File: src/pkg/sar_seq_cfg.svh
// Constants for the converter sequencer control block
// Function
// - Sequence and shadow bits both 1: convert channels 0 up to address field
// - Consecutive mode entered by writing 1 to sequence and shadow bits
// - Consecutive mode ignores the shadow channel mask entirely
// - After entering consecutive mode, start at channel 0, then step upward
// - After final channel wrap to 0 and repeat while no control write
// - Reference bit 1 selects on-chip reference, 0 selects external
// - Word/byte input high gives full word, low gives byte mode
// - Start falling edge begins conversion and puts track-and-hold into hold
// - Busy rises when start goes low and stays high for the conversion
// - Busy falls when the conversion completes
// - Start rising before 14th clock falling edge aborts and returns to track
// - Track-and-hold returns to tracking on 13th conversion clock rising edge
// - First start rising edge after power-up puts track-and-hold in track
// - Auto shutdown and auto standby modes power down after each conversion
// - In auto modes a start rising edge powers the device back up
// - Sequence and shadow both 0: each control write selects one channel
// - Sequence 0, shadow 1: cycle ascending through shadow-enabled channels
`ifndef SAR_SEQ_CFG_SVH
`define SAR_SEQ_CFG_SVH

// Register byte offsets
`define OFS_CTRL 8'h00
`define OFS_SHADOW 8'h04
`define OFS_STATUS 8'h08
`define OFS_RESULT 8'h0c

// Control register fields
`define CTRL_ADDR_LSB 0
`define CTRL_ADDR_MSB 2
`define CTRL_SHADOW_ENABLE_BIT_BIT 3
`define CTRL_SEQ_BIT 4
`define CTRL_REF_BIT 5
`define CTRL_PM_LSB 6
`define CTRL_PM_MSB 7
`define CTRL_RST 8'h00
`define SHADOW_RST 8'h00

// Status register fields
`define ST_BUSY 0
`define ST_TRACK 1
`define ST_PDOWN 2
`define ST_ACQ_OK 3
`define ST_NEXT_LSB 4
`define ST_CONV_LSB 8
`define ST_INIT 11
`define RES_CH_LSB 12

// Pin indices in the synchroniser bank and their idle levels
`define PIN_START 0
`define PIN_CCLK 1
`define PIN_CS 2
`define PIN_RD 3
`define PIN_WB 4
`define PIN_HBEN 5
`define PIN_CNT 6
`define PIN_RST 6'h1d

// Conversion clock edge counts
`define HOLD_RELEASE_RISE 4'hd
`define CONV_DONE_FALL 4'he

// Acquisition timing
`define CLK_PERIOD_NS 5
`define ACQ_TIME_NS 125
`define ACQ_CYCLES ((`ACQ_TIME_NS + `CLK_PERIOD_NS - 1) / `CLK_PERIOD_NS)

// Result width
`define RES_W 12
`define BYTE_W 8

`endif

File: src/pkg/sar_seq_pkg.sv
// Types shared by the converter sequencer control block
package sar_seq_pkg;

	typedef enum logic [1:0] {
		PM_NORMAL,
		PM_FULL_OFF,
		PM_AUTO_SHUTDOWN,
		PM_AUTO_STANDBY
	} power_mode_t;

	typedef enum logic [1:0] {
		SEQ_SINGLE,
		SEQ_SHADOW,
		SEQ_CONSEC
	} seq_mode_t;

	typedef enum logic {
		T_IDLE,
		T_CONV
	} timer_state_t;

endpackage : sar_seq_pkg

File: src/pkg/conv_if.sv
// Event and status carrier between sequencer control and conversion timer
`timescale 1ns/1ps
interface conv_if;
	logic start_fall;
	logic start_rise;
	logic cclk_rise;
	logic cclk_fall;
	logic hold;
	logic done;
	logic abort;

	modport ctrl (
		output start_fall,
		output start_rise,
		output cclk_rise,
		output cclk_fall,
		input hold,
		input done,
		input abort
	);

	modport timer (
		input start_fall,
		input start_rise,
		input cclk_rise,
		input cclk_fall,
		output hold,
		output done,
		output abort
	);
endinterface : conv_if

File: src/rtl/sar_seq_ctrl.sv
// Sequencer, power and parallel result control of the converter
//
// The register offsets and the Wishbone interface to the registers are this design's own decisions.
`timescale 1ns/1ps
`include "sar_seq_cfg.svh"
module sar_seq_ctrl
	import sar_seq_pkg::*;
(
	input wire logic clk_i,
	input wire logic rst_i,
	input wire logic wb_cyc_i,
	input wire logic wb_stb_i,
	input wire logic wb_we_i,
	input wire logic [7:0] wb_adr_i,
	input wire logic [3:0] wb_sel_i,
	input wire logic [31:0] wb_dat_i,
	output logic [31:0] wb_dat_o,
	output logic wb_ack_o,
	input wire logic conversion_start_n_i,
	input wire logic conversion_clock_in_i,
	input wire logic cs_n_i,
	input wire logic rd_n_i,
	input wire logic word_byte_i,
	input wire logic high_byte_en_i,
	input wire logic [11:0] sample_data_i,
	output logic [11:0] data_o,
	output logic data_oe_o,
	output logic busy_o,
	output logic track_o,
	output logic ref_internal_o,
	output logic power_down_o,
	output logic [2:0] mux_channel_o
);

	typedef struct packed {
		logic [`PIN_CNT-1:0] s1;
		logic [`PIN_CNT-1:0] s2;
		logic [`PIN_CNT-1:0] s3;
		logic [`PIN_CNT-1:0] lvl;
		logic start_fall;
		logic start_rise;
		logic cclk_rise;
		logic cclk_fall;
		logic ack;
		logic [31:0] rdat;
		logic [7:0] ctrl;
		logic [7:0] shadow;
		seq_mode_t mode;
		logic [2:0] last_ch;
		logic [2:0] next_ch;
		logic [2:0] conv_ch;
		logic busy;
		logic track;
		logic init_done;
		logic pdown;
		logic [4:0] acq_cnt;
		logic acq_ok;
		logic [`RES_W-1:0] res;
		logic [2:0] res_ch;
		logic [11:0] data;
		logic oe;
		logic [2:0] mux;
	} ctrl_state_t;

	localparam logic [4:0] ACQ_CNT = 5'(`ACQ_CYCLES);

	ctrl_state_t q;
	ctrl_state_t d;
	conv_if cv ();

	logic [`PIN_CNT-1:0] pins;
	logic req;
	logic wr_fire;
	logic rd_take;
	logic [31:0] rd_mux;
	logic [2:0] wr_addr;
	logic wr_seq;
	logic wr_shadow_enable_bit;
	power_mode_t pm;
	logic auto_pm;

	// Next enabled shadow channel above cur, wrapping around
	function automatic logic [2:0] next_set(
		input logic [7:0] mask,
		input logic [2:0] cur
	);
		logic [2:0] ch;
		logic found;
		next_set = cur;
		found = 1'b0;
		for (int i = 1; i <= 8; i++)
		begin
			ch = cur + 3'(i);
			if (!found && mask[ch])
			begin
				next_set = ch;
				found = 1'b1;
			end
		end
	endfunction : next_set

	conv_timer u_timer (
		.clk_i(clk_i),
		.rst_i(rst_i),
		.cv(cv.timer)
	);

	// Pin bank in index order
	assign pins = {high_byte_en_i, word_byte_i, rd_n_i, cs_n_i,
		conversion_clock_in_i, conversion_start_n_i};

	// Bus decode: a write lands on the edge where the master sees ack
	assign req = wb_cyc_i & wb_stb_i;
	assign wr_fire = req & q.ack & wb_we_i & wb_sel_i[0];
	assign rd_take = req & ~q.ack;
	assign wr_addr = wb_dat_i[`CTRL_ADDR_MSB:`CTRL_ADDR_LSB];
	assign wr_seq = wb_dat_i[`CTRL_SEQ_BIT];
	assign wr_shadow_enable_bit = wb_dat_i[`CTRL_SHADOW_ENABLE_BIT_BIT];
	assign pm = power_mode_t'(q.ctrl[`CTRL_PM_MSB:`CTRL_PM_LSB]);
	assign auto_pm = (pm == PM_AUTO_SHUTDOWN) || (pm == PM_AUTO_STANDBY);

	// Read mux; unmapped offsets answer with zero
	always_comb
	begin
		rd_mux = 32'h0000_0000;
		case (wb_adr_i)
			`OFS_CTRL: rd_mux[7:0] = q.ctrl;
			`OFS_SHADOW: rd_mux[7:0] = q.shadow;
			`OFS_STATUS:
			begin
				rd_mux[`ST_BUSY] = q.busy;
				rd_mux[`ST_TRACK] = q.track;
				rd_mux[`ST_PDOWN] = q.pdown;
				rd_mux[`ST_ACQ_OK] = q.acq_ok;
				rd_mux[`ST_NEXT_LSB +: 3] = q.next_ch;
				rd_mux[`ST_CONV_LSB +: 3] = q.conv_ch;
				rd_mux[`ST_INIT] = q.init_done;
			end
			`OFS_RESULT:
			begin
				rd_mux[`RES_W-1:0] = q.res;
				rd_mux[`RES_CH_LSB +: 3] = q.res_ch;
			end
			default: rd_mux = 32'h0000_0000;
		endcase
	end

	// Next state of the whole block
	always_comb
	begin
		d = q;
		// Three-stage pin sync; level moves once stages two and three agree
		d.s1 = pins;
		d.s2 = q.s1;
		d.s3 = q.s2;
		for (int i = 0; i < `PIN_CNT; i++)
		begin
			if (q.s2[i] == q.s3[i])
				d.lvl[i] = q.s3[i];
		end
		d.start_fall = q.lvl[`PIN_START] & ~d.lvl[`PIN_START];
		d.start_rise = ~q.lvl[`PIN_START] & d.lvl[`PIN_START];
		d.cclk_rise = ~q.lvl[`PIN_CCLK] & d.lvl[`PIN_CCLK];
		d.cclk_fall = q.lvl[`PIN_CCLK] & ~d.lvl[`PIN_CCLK];
		// Starts before power-up init or during a conversion are dropped
		if (!q.init_done || q.busy)
			d.start_fall = 1'b0;

		// Single-cycle ack, dropped the cycle after it is given
		d.ack = rd_take;
		if (rd_take)
			d.rdat = rd_mux;

		// Control write reprograms the sequencer
		if (wr_fire && wb_adr_i == `OFS_SHADOW)
			d.shadow = wb_dat_i[7:0];
		if (wr_fire && wb_adr_i == `OFS_CTRL)
		begin
			d.ctrl = wb_dat_i[7:0];
			if (wr_seq && wr_shadow_enable_bit)
			begin
				d.mode = SEQ_CONSEC;
				d.last_ch = wr_addr;
				d.next_ch = 3'h0;
			end
			else if (!wr_seq && !wr_shadow_enable_bit)
			begin
				d.mode = SEQ_SINGLE;
				d.next_ch = wr_addr;
			end
			else if (!wr_seq && wr_shadow_enable_bit)
			begin
				d.mode = SEQ_SHADOW;
				d.next_ch = next_set(q.shadow, 3'h7);
			end
			// Sequence 1, shadow 0 leaves the running sequence alone
		end

		// Conversion start: latch channel, step the sequencer
		if (q.start_fall)
		begin
			d.busy = 1'b1;
			d.conv_ch = q.next_ch;
			case (q.mode)
				SEQ_CONSEC:
				begin
					// Shadow mask not consulted in this mode
					if (q.next_ch == q.last_ch)
						d.next_ch = 3'h0;
					else
						d.next_ch = q.next_ch + 3'h1;
				end
				SEQ_SHADOW: d.next_ch = next_set(q.shadow, q.next_ch);
				SEQ_SINGLE: d.next_ch = q.next_ch;
				default: d.next_ch = q.next_ch;
			endcase
		end

		// End of conversion or abort
		if (cv.done)
		begin
			d.busy = 1'b0;
			d.res = sample_data_i;
			d.res_ch = q.conv_ch;
			if (auto_pm)
				d.pdown = 1'b1;
		end
		if (cv.abort)
			d.busy = 1'b0;

		// Rising start: power-up init and wake from auto modes
		if (q.start_rise)
		begin
			d.init_done = 1'b1;
			// A done in the same cycle wins, so the block still sleeps
			if (!cv.done)
				d.pdown = 1'b0;
		end
		if (pm == PM_FULL_OFF)
			d.pdown = 1'b1;
		else if (!auto_pm && !cv.done)
			d.pdown = 1'b0;

		// Track only after init and while the timer is not holding
		d.track = d.init_done & ~cv.hold;
		if (!q.track)
			d.acq_cnt = 5'h00;
		else if (q.acq_cnt != ACQ_CNT)
			d.acq_cnt = q.acq_cnt + 5'h01;
		d.acq_ok = (q.acq_cnt == ACQ_CNT);

		// Parallel result bus, word or byte mode
		if (q.lvl[`PIN_WB])
			d.data = q.res;
		else if (q.lvl[`PIN_HBEN])
			d.data = {4'h0, {(`BYTE_W - (`RES_W - `BYTE_W)){1'b0}},
				q.res[`RES_W-1:`BYTE_W]};
		else
			d.data = {4'h0, q.res[`BYTE_W-1:0]};
		d.oe = ~q.lvl[`PIN_CS] & ~q.lvl[`PIN_RD];
		// Channel on the mux: converting one while busy, else the next
		d.mux = d.busy ? d.conv_ch : d.next_ch;
	end

	// State register
	always_ff @(posedge clk_i)
	begin
		if (rst_i)
		begin
			q.s1 <= `PIN_RST;
			q.s2 <= `PIN_RST;
			q.s3 <= `PIN_RST;
			q.lvl <= `PIN_RST;
			q.start_fall <= 1'b0;
			q.start_rise <= 1'b0;
			q.cclk_rise <= 1'b0;
			q.cclk_fall <= 1'b0;
			q.ack <= 1'b0;
			q.rdat <= 32'h0000_0000;
			q.ctrl <= `CTRL_RST;
			q.shadow <= `SHADOW_RST;
			q.mode <= SEQ_SINGLE;
			q.last_ch <= 3'h0;
			q.next_ch <= 3'h0;
			q.conv_ch <= 3'h0;
			q.busy <= 1'b0;
			q.track <= 1'b0;
			q.init_done <= 1'b0;
			q.pdown <= 1'b0;
			q.acq_cnt <= 5'h00;
			q.acq_ok <= 1'b0;
			q.res <= 12'h000;
			q.res_ch <= 3'h0;
			q.data <= 12'h000;
			q.oe <= 1'b0;
			q.mux <= 3'h0;
		end
		else
			q <= d;
	end

	// Events to the timer, all registered pulses
	assign cv.start_fall = q.start_fall;
	assign cv.start_rise = q.start_rise;
	assign cv.cclk_rise = q.cclk_rise;
	assign cv.cclk_fall = q.cclk_fall;

	// Outputs straight from flip-flops
	assign wb_dat_o = q.rdat;
	assign wb_ack_o = q.ack;
	assign busy_o = q.busy;
	assign track_o = q.track;
	assign ref_internal_o = q.ctrl[`CTRL_REF_BIT];
	assign power_down_o = q.pdown;
	assign mux_channel_o = q.mux;
	assign data_o = q.data;
	assign data_oe_o = q.oe;

endmodule : sar_seq_ctrl

File: src/rtl/conv_timer.sv
// Conversion timer counting conversion clock edges from the start strobe
`timescale 1ns/1ps
`include "sar_seq_cfg.svh"
module conv_timer
	import sar_seq_pkg::*;
(
	input wire logic clk_i,
	input wire logic rst_i,
	conv_if.timer cv
);

	typedef struct packed {
		timer_state_t st;
		logic [3:0] rise_cnt;
		logic [3:0] fall_cnt;
		logic hold;
		logic done;
		logic abort;
	} tmr_state_t;

	tmr_state_t q;
	tmr_state_t d;

	// Next state; done and abort are one-cycle pulses
	always_comb
	begin
		d = q;
		d.done = 1'b0;
		d.abort = 1'b0;
		case (q.st)
			T_IDLE:
			begin
				if (cv.start_fall)
				begin
					d.st = T_CONV;
					d.hold = 1'b1;
					d.rise_cnt = 4'h0;
					d.fall_cnt = 4'h0;
				end
			end
			T_CONV:
			begin
				// Early release of start kills the conversion
				if (cv.start_rise)
				begin
					d.st = T_IDLE;
					d.hold = 1'b0;
					d.abort = 1'b1;
				end
				else
				begin
					if (cv.cclk_rise)
					begin
						d.rise_cnt = q.rise_cnt + 4'h1;
						if (d.rise_cnt == `HOLD_RELEASE_RISE)
							d.hold = 1'b0;
					end
					if (cv.cclk_fall)
					begin
						d.fall_cnt = q.fall_cnt + 4'h1;
						if (d.fall_cnt == `CONV_DONE_FALL)
						begin
							d.st = T_IDLE;
							d.hold = 1'b0;
							d.done = 1'b1;
						end
					end
				end
			end
			default:
				d.st = T_IDLE;
		endcase
	end

	// State register
	always_ff @(posedge clk_i)
	begin
		if (rst_i)
		begin
			q.st <= T_IDLE;
			q.rise_cnt <= 4'h0;
			q.fall_cnt <= 4'h0;
			q.hold <= 1'b0;
			q.done <= 1'b0;
			q.abort <= 1'b0;
		end
		else
			q <= d;
	end

	// Outputs straight from the register
	assign cv.hold = q.hold;
	assign cv.done = q.done;
	assign cv.abort = q.abort;

endmodule : conv_timer

File: config.mk
export PLATFORM = sky130hd
export DESIGN_NAME = sar_seq_ctrl
export DESIGN_NICKNAME = d
export VERILOG_FILES = /design/src/pkg/sar_seq_pkg.sv /design/src/pkg/conv_if.sv /design/src/rtl/sar_seq_ctrl.sv /design/src/rtl/conv_timer.sv
export VERILOG_INCLUDE_DIRS = /design/src /design/src/pkg
export SDC_FILE = /design/constraint.sdc
export NUM_CORES = 1
export LEC_CHECK = 0
export ABC_CLOCK_PERIOD_IN_PS = 3800
export BUFFER_PORTS_ARGS = -buffer_cell sky130_fd_sc_hd__buf_2
export CAP_MARGIN = 20
export CORE_MARGIN = 3
export CORE_UTILIZATION = 55
export DETAILED_ROUTE_END_ITERATION = 8
export PLACE_DENSITY = 0.84
export SLEW_MARGIN = 10
export SYNTH_ARGS = -nofsm -noshare
export SYNTH_HDL_FRONTEND = slang
export SYNTH_SLANG_ARGS = --single-unit
File: constraint.sdc
create_clock -name clk_i -period 3.8 [get_ports clk_i]
set_input_delay 0.76 -clock clk_i [delete_from_list [all_inputs] [get_ports clk_i]]
set_output_delay 0.76 -clock clk_i [all_outputs]
set_load 0.005 [all_outputs]
==> impl_metrics.csv <==
group,metric,value,unit
run_status,outcome,"finished clean",
place,place_worst_setup_slack,0.7505,ns
clock_network,cts_sinks,124,
die,core-area,10600,sq um
place,detailed_place_hpwl,9746,microns
power_and_ir_drop,worst_ir_drop_vdd,409.0,uV
timing,fmax,326.0,MHz
global_route,initial_antenna_violation_count,0,
global_route,groute.usage.overall,23.19,%
synthesis,synth_cell_type_count,68,
global_route,vias_in_the_first_global_route,4842,
timing,final.setup_skew,0.01074,ns
critical_path,path_max_fanout,10,
critical_path,critical_path.n_buffers_inverters,1,
die,die_h,111.6,microns
synthesis,mappedNetlistArea,6131,sq um
place,number_of_buffer_cells_added_on_primary_ports,75,
global_route,grt_first_pass_wirelength,23550,microns
clock_network,tritoncts.num_buffers,17,
finish,fill_cells,798,
global_route,grt_max_degree,93,
place,dpl_cell_area,6270,sq um
power_and_ir_drop,seq_power_share,44.4,%
timing,finalCriticalPeriod,3.067,ns
finish,multi_input_comb_area,3134,sq um
clock_network,clock_insertion_delay_worst_skew,0.51,ns
min_path,hold-path-cell-count,1,
finish,area_delta_synth_final,11.57,%
power_and_ir_drop,p_per_area,432.1,nW/um^2
clock_network,tritoncts_clock_tree,"yes",
min_path,worst_hold_startpoint,"d[120]",
routing,remaining_drc_errors,0,
die,initial_utilization,57.83,%
finish,final_common_cell,"sky130_fd_sc_hd__dfxtp_1",
finish,fin_nets,768,
min_path,min_path_type,"register to register",
synthesis,synth.yosys.seq_area_share,40.49,%
critical_path,worstRegToRegCells,9,
timing,final.hold.worst_slack,0.4086,ns
synthesis,postSynth.asyncResetShare,0,%
finish,seqCellArea,2482,sq um
clock_network,clk_pin_slew,0.06,ns
critical_path,critical_path.endpoint_type,"register",
clock_network,htree_levels,4,
job,drv.max_cap_violation_count,0,
clock_network,clk_path_buf_depth,2,
timing,timing.slew.headroom,37.92,%
critical_path,worstReg2RegStart,"q[45]",
finish,layout.core_utilization,64.52,%
synthesis,synth.avg_cell_area,9.360,sq um
power_and_ir_drop,power.net_switching,0.5933,mW
routing,drt_first_iter_violations,424,
routing,drt_pre_antenna_iters,5,
place,dpl.cell_count,804,
power_and_ir_drop,p_leak,2.860,nW
critical_path,crit-reg2reg-capture,"mux_channel_o[2]",
clock_network,cts_setup_buffers,0,
min_path,timing.hold.worst_endpoint,"d[114]",
routing,remaining_number_of_nets_flagged_by_the_antenna_check_after_routing,0,
critical_path,cp_data_arrival_time,3.46,ns
timing,finalSetupTns,0,ns
finish,highest_count_cells_in_the_layout_ignoring_fill_and_taps,"124 x sky130_fd_sc_hd__dfxtp_1, 86 x sky130_fd_sc_hd__nor2_1, 74 x sky130_fd_sc_hd__buf_2",
synthesis,ys_seq_elements,124,
routing,drt-vias-per-instance,5.807,
die,chipWidth,111.6,microns
critical_path,cpPeakStageDelay,0.68,ns
power_and_ir_drop,clockPowerShare,52.6,%
power_and_ir_drop,design_power_total,2.956,mW
finish,stdcell_count,834,
die,pin_count,120,
synthesis,syn_inst,655,
routing,routed_wirelength,14380,microns
critical_path,worst-r2r-setup-slack,0.73,ns
power_and_ir_drop,p_comb_share,2.9,%
finish,fraction_of_final_layout_cells_with_drive_strength_greater_than_1,22.92,%
clock_network,cts-hold-fix-buffers,0,
place,place.gp.congestion,0.8284,
global_route,globalRoute.totalOverflow,0,
timing,worst_slack,0.7329,ns
critical_path,critical_path.top_delay_family,"multiplexers",
routing,route.vias.total,4843,
clock_network,cts.repair.resized,0,
synthesis,yosys_warnings,0,
power_and_ir_drop,p_int,2.362,mW
timing,post-route-period-util,80.71,%
critical_path,critical_path_required,4.19,ns
critical_path,critical_path.slowest_cell,"sky130_fd_sc_hd__mux4_2",
critical_path,setup.worst_path.start_class,"register",
timing,final_hold_viol_count,0,
timing,rsz0062_at_grt,"no",
finish,antenna-diode-count,0,
critical_path,crit_path_cell_trace,"inv_2 > ha_1 > mux4_2 > mux2i_4 > nand4_4 > or2_1 > o221ai_1 > a21oi_2 > a2bb2oi_1",
die,floorplan.die_area,12450,sq um
timing,maxSlewViolCount,0,
finish,finalInstanceArea,6840,sq um
timing,setup_viol,0,
die,num_rows,37,
clock_network,clock-root-buffer,"sky130_fd_sc_hd__clkbuf_8",
critical_path,critical_path_class,"register to register",
routing,wl_per_cell,17.24,microns
synthesis,synth-edff-count,0,
timing,worst-slew-pin-transition,0.9300,ns
power_and_ir_drop,power_switching_share,20.07,%
synthesis,ys.flop_type,"sky130_fd_sc_hd__dfxtp_1",
==> metal layers <==
layer  up-vias  share of wire [%]  global-route usage (%)
li1       2302                  -                       -
met1      2277                 41                   28.09
met2       235                 50                   39.93
met3        29                7.5                   5.109
met4         0                1.9                   9.651
met5         -                  0                       0
==> cell usage after synthesis (13+ instances only) <==
| library cell | n | area, sq um |
|---|---|---|
| sky130_fd_sc_hd__o21ai_0 | 14 | 70.07 |
| sky130_fd_sc_hd__buf_4 | 48 | 360.4 |
| sky130_fd_sc_hd__nor2_1 | 86 | 322.8 |
| sky130_fd_sc_hd__nand2_1 | 47 | 176.4 |
| sky130_fd_sc_hd__nand3_1 | 15 | 75.07 |
| sky130_fd_sc_hd__a21oi_1 | 34 | 170.2 |
| sky130_fd_sc_hd__inv_1 | 19 | 71.32 |
| sky130_fd_sc_hd__mux2_2 | 13 | 146.4 |
| sky130_fd_sc_hd__ha_1 | 14 | 175.2 |
| sky130_fd_sc_hd__dfxtp_1 | 124 | 2482 |
| sky130_fd_sc_hd__mux2i_1 | 41 | 410.4 |
| sky130_fd_sc_hd__clkbuf_1 | 22 | 82.58 |
| sky130_fd_sc_hd__mux4_2 | 15 | 337.8 |
| sky130_fd_sc_hd__or2_2 | 13 | 81.33 |
==> worst reg2reg max path: stages, from the launching register on <==
cell	delay, ns
sky130_fd_sc_hd__dfxtp_1	0.34
sky130_fd_sc_hd__inv_2	0.12
sky130_fd_sc_hd__ha_1	0.56
sky130_fd_sc_hd__mux4_2	0.68
sky130_fd_sc_hd__mux2i_4	0.32
sky130_fd_sc_hd__nand4_4	0.17
sky130_fd_sc_hd__or2_1	0.27
sky130_fd_sc_hd__o221ai_1	0.22
sky130_fd_sc_hd__a21oi_2	0.11
sky130_fd_sc_hd__a2bb2oi_1	0.15
==> power groups by stage <==
stage	sequential [mW]	clock (mW)	combinational, mW
floorplan	1.34	0	0.0620
global placement	1.34	0	0.0819
detailed placement	1.34	0	0.0839
CTS	1.31	1.57	0.0851
global route	1.31	1.63	0.0950
finish	1.31	1.55	0.0872
==> state kept, by name, indices dropped and copies added (netlist names) <==
signal,flops
data_o,12
wb_dat_o,15
cv.start_fall,1
u_timer.cv.done,1
cv.cclk_rise,1
u_timer.q,9
power_down_o,1
track_o,1
busy_o,1
cv.start_rise,1
mux_channel_o,3
data_oe_o,1
wb_ack_o,1
u_timer.cv.abort,1
ref_internal_o,1
q,58
pm,2
u_timer.cv.hold,1
cv.cclk_fall,1
d,12
==> worst max path at each step <==
stage / start / endpoint / slack, ns / depth (start not counted)
4_1_cts: q[45] / mux_channel_o[1] / 0.72 / 9
5_1_grt: q[45] / mux_channel_o[1] / 0.53 / 9
2_1_floorplan: q[44] / mux_channel_o[2] / 0.77 / 12
6_report: q[45] / mux_channel_o[2] / 0.73 / 9
3_5_place_dp: q[45] / mux_channel_o[2] / 0.75 / 9
3_3_place_gp: q[45] / mux_channel_o[2] / 0.77 / 9
==> logic make-up after synthesis <==
kind of cell	Yosys count	synth area share (%)
AO/OA/AOI/OAI	112	12.27
buffers and inverters	102	9.367
other	1	0.06117
flip-flops	124	40.49
AND/OR/NAND/NOR	215	16.71
adder cells (fa/ha/maj)	14	2.857
XOR/XNOR	14	2.123
multiplexers	73	16.12
==> area by class of cell <==
class                   count  area share (%)
clock buffers              22           6.622
clock inverters             8           1.719
inverters                  20           1.097
multi-input cells         445           45.82
flip-flops and latches    124           36.29
well taps                 136           2.488
repair buffers             79           5.963
(Power assumes the default switching activity.)
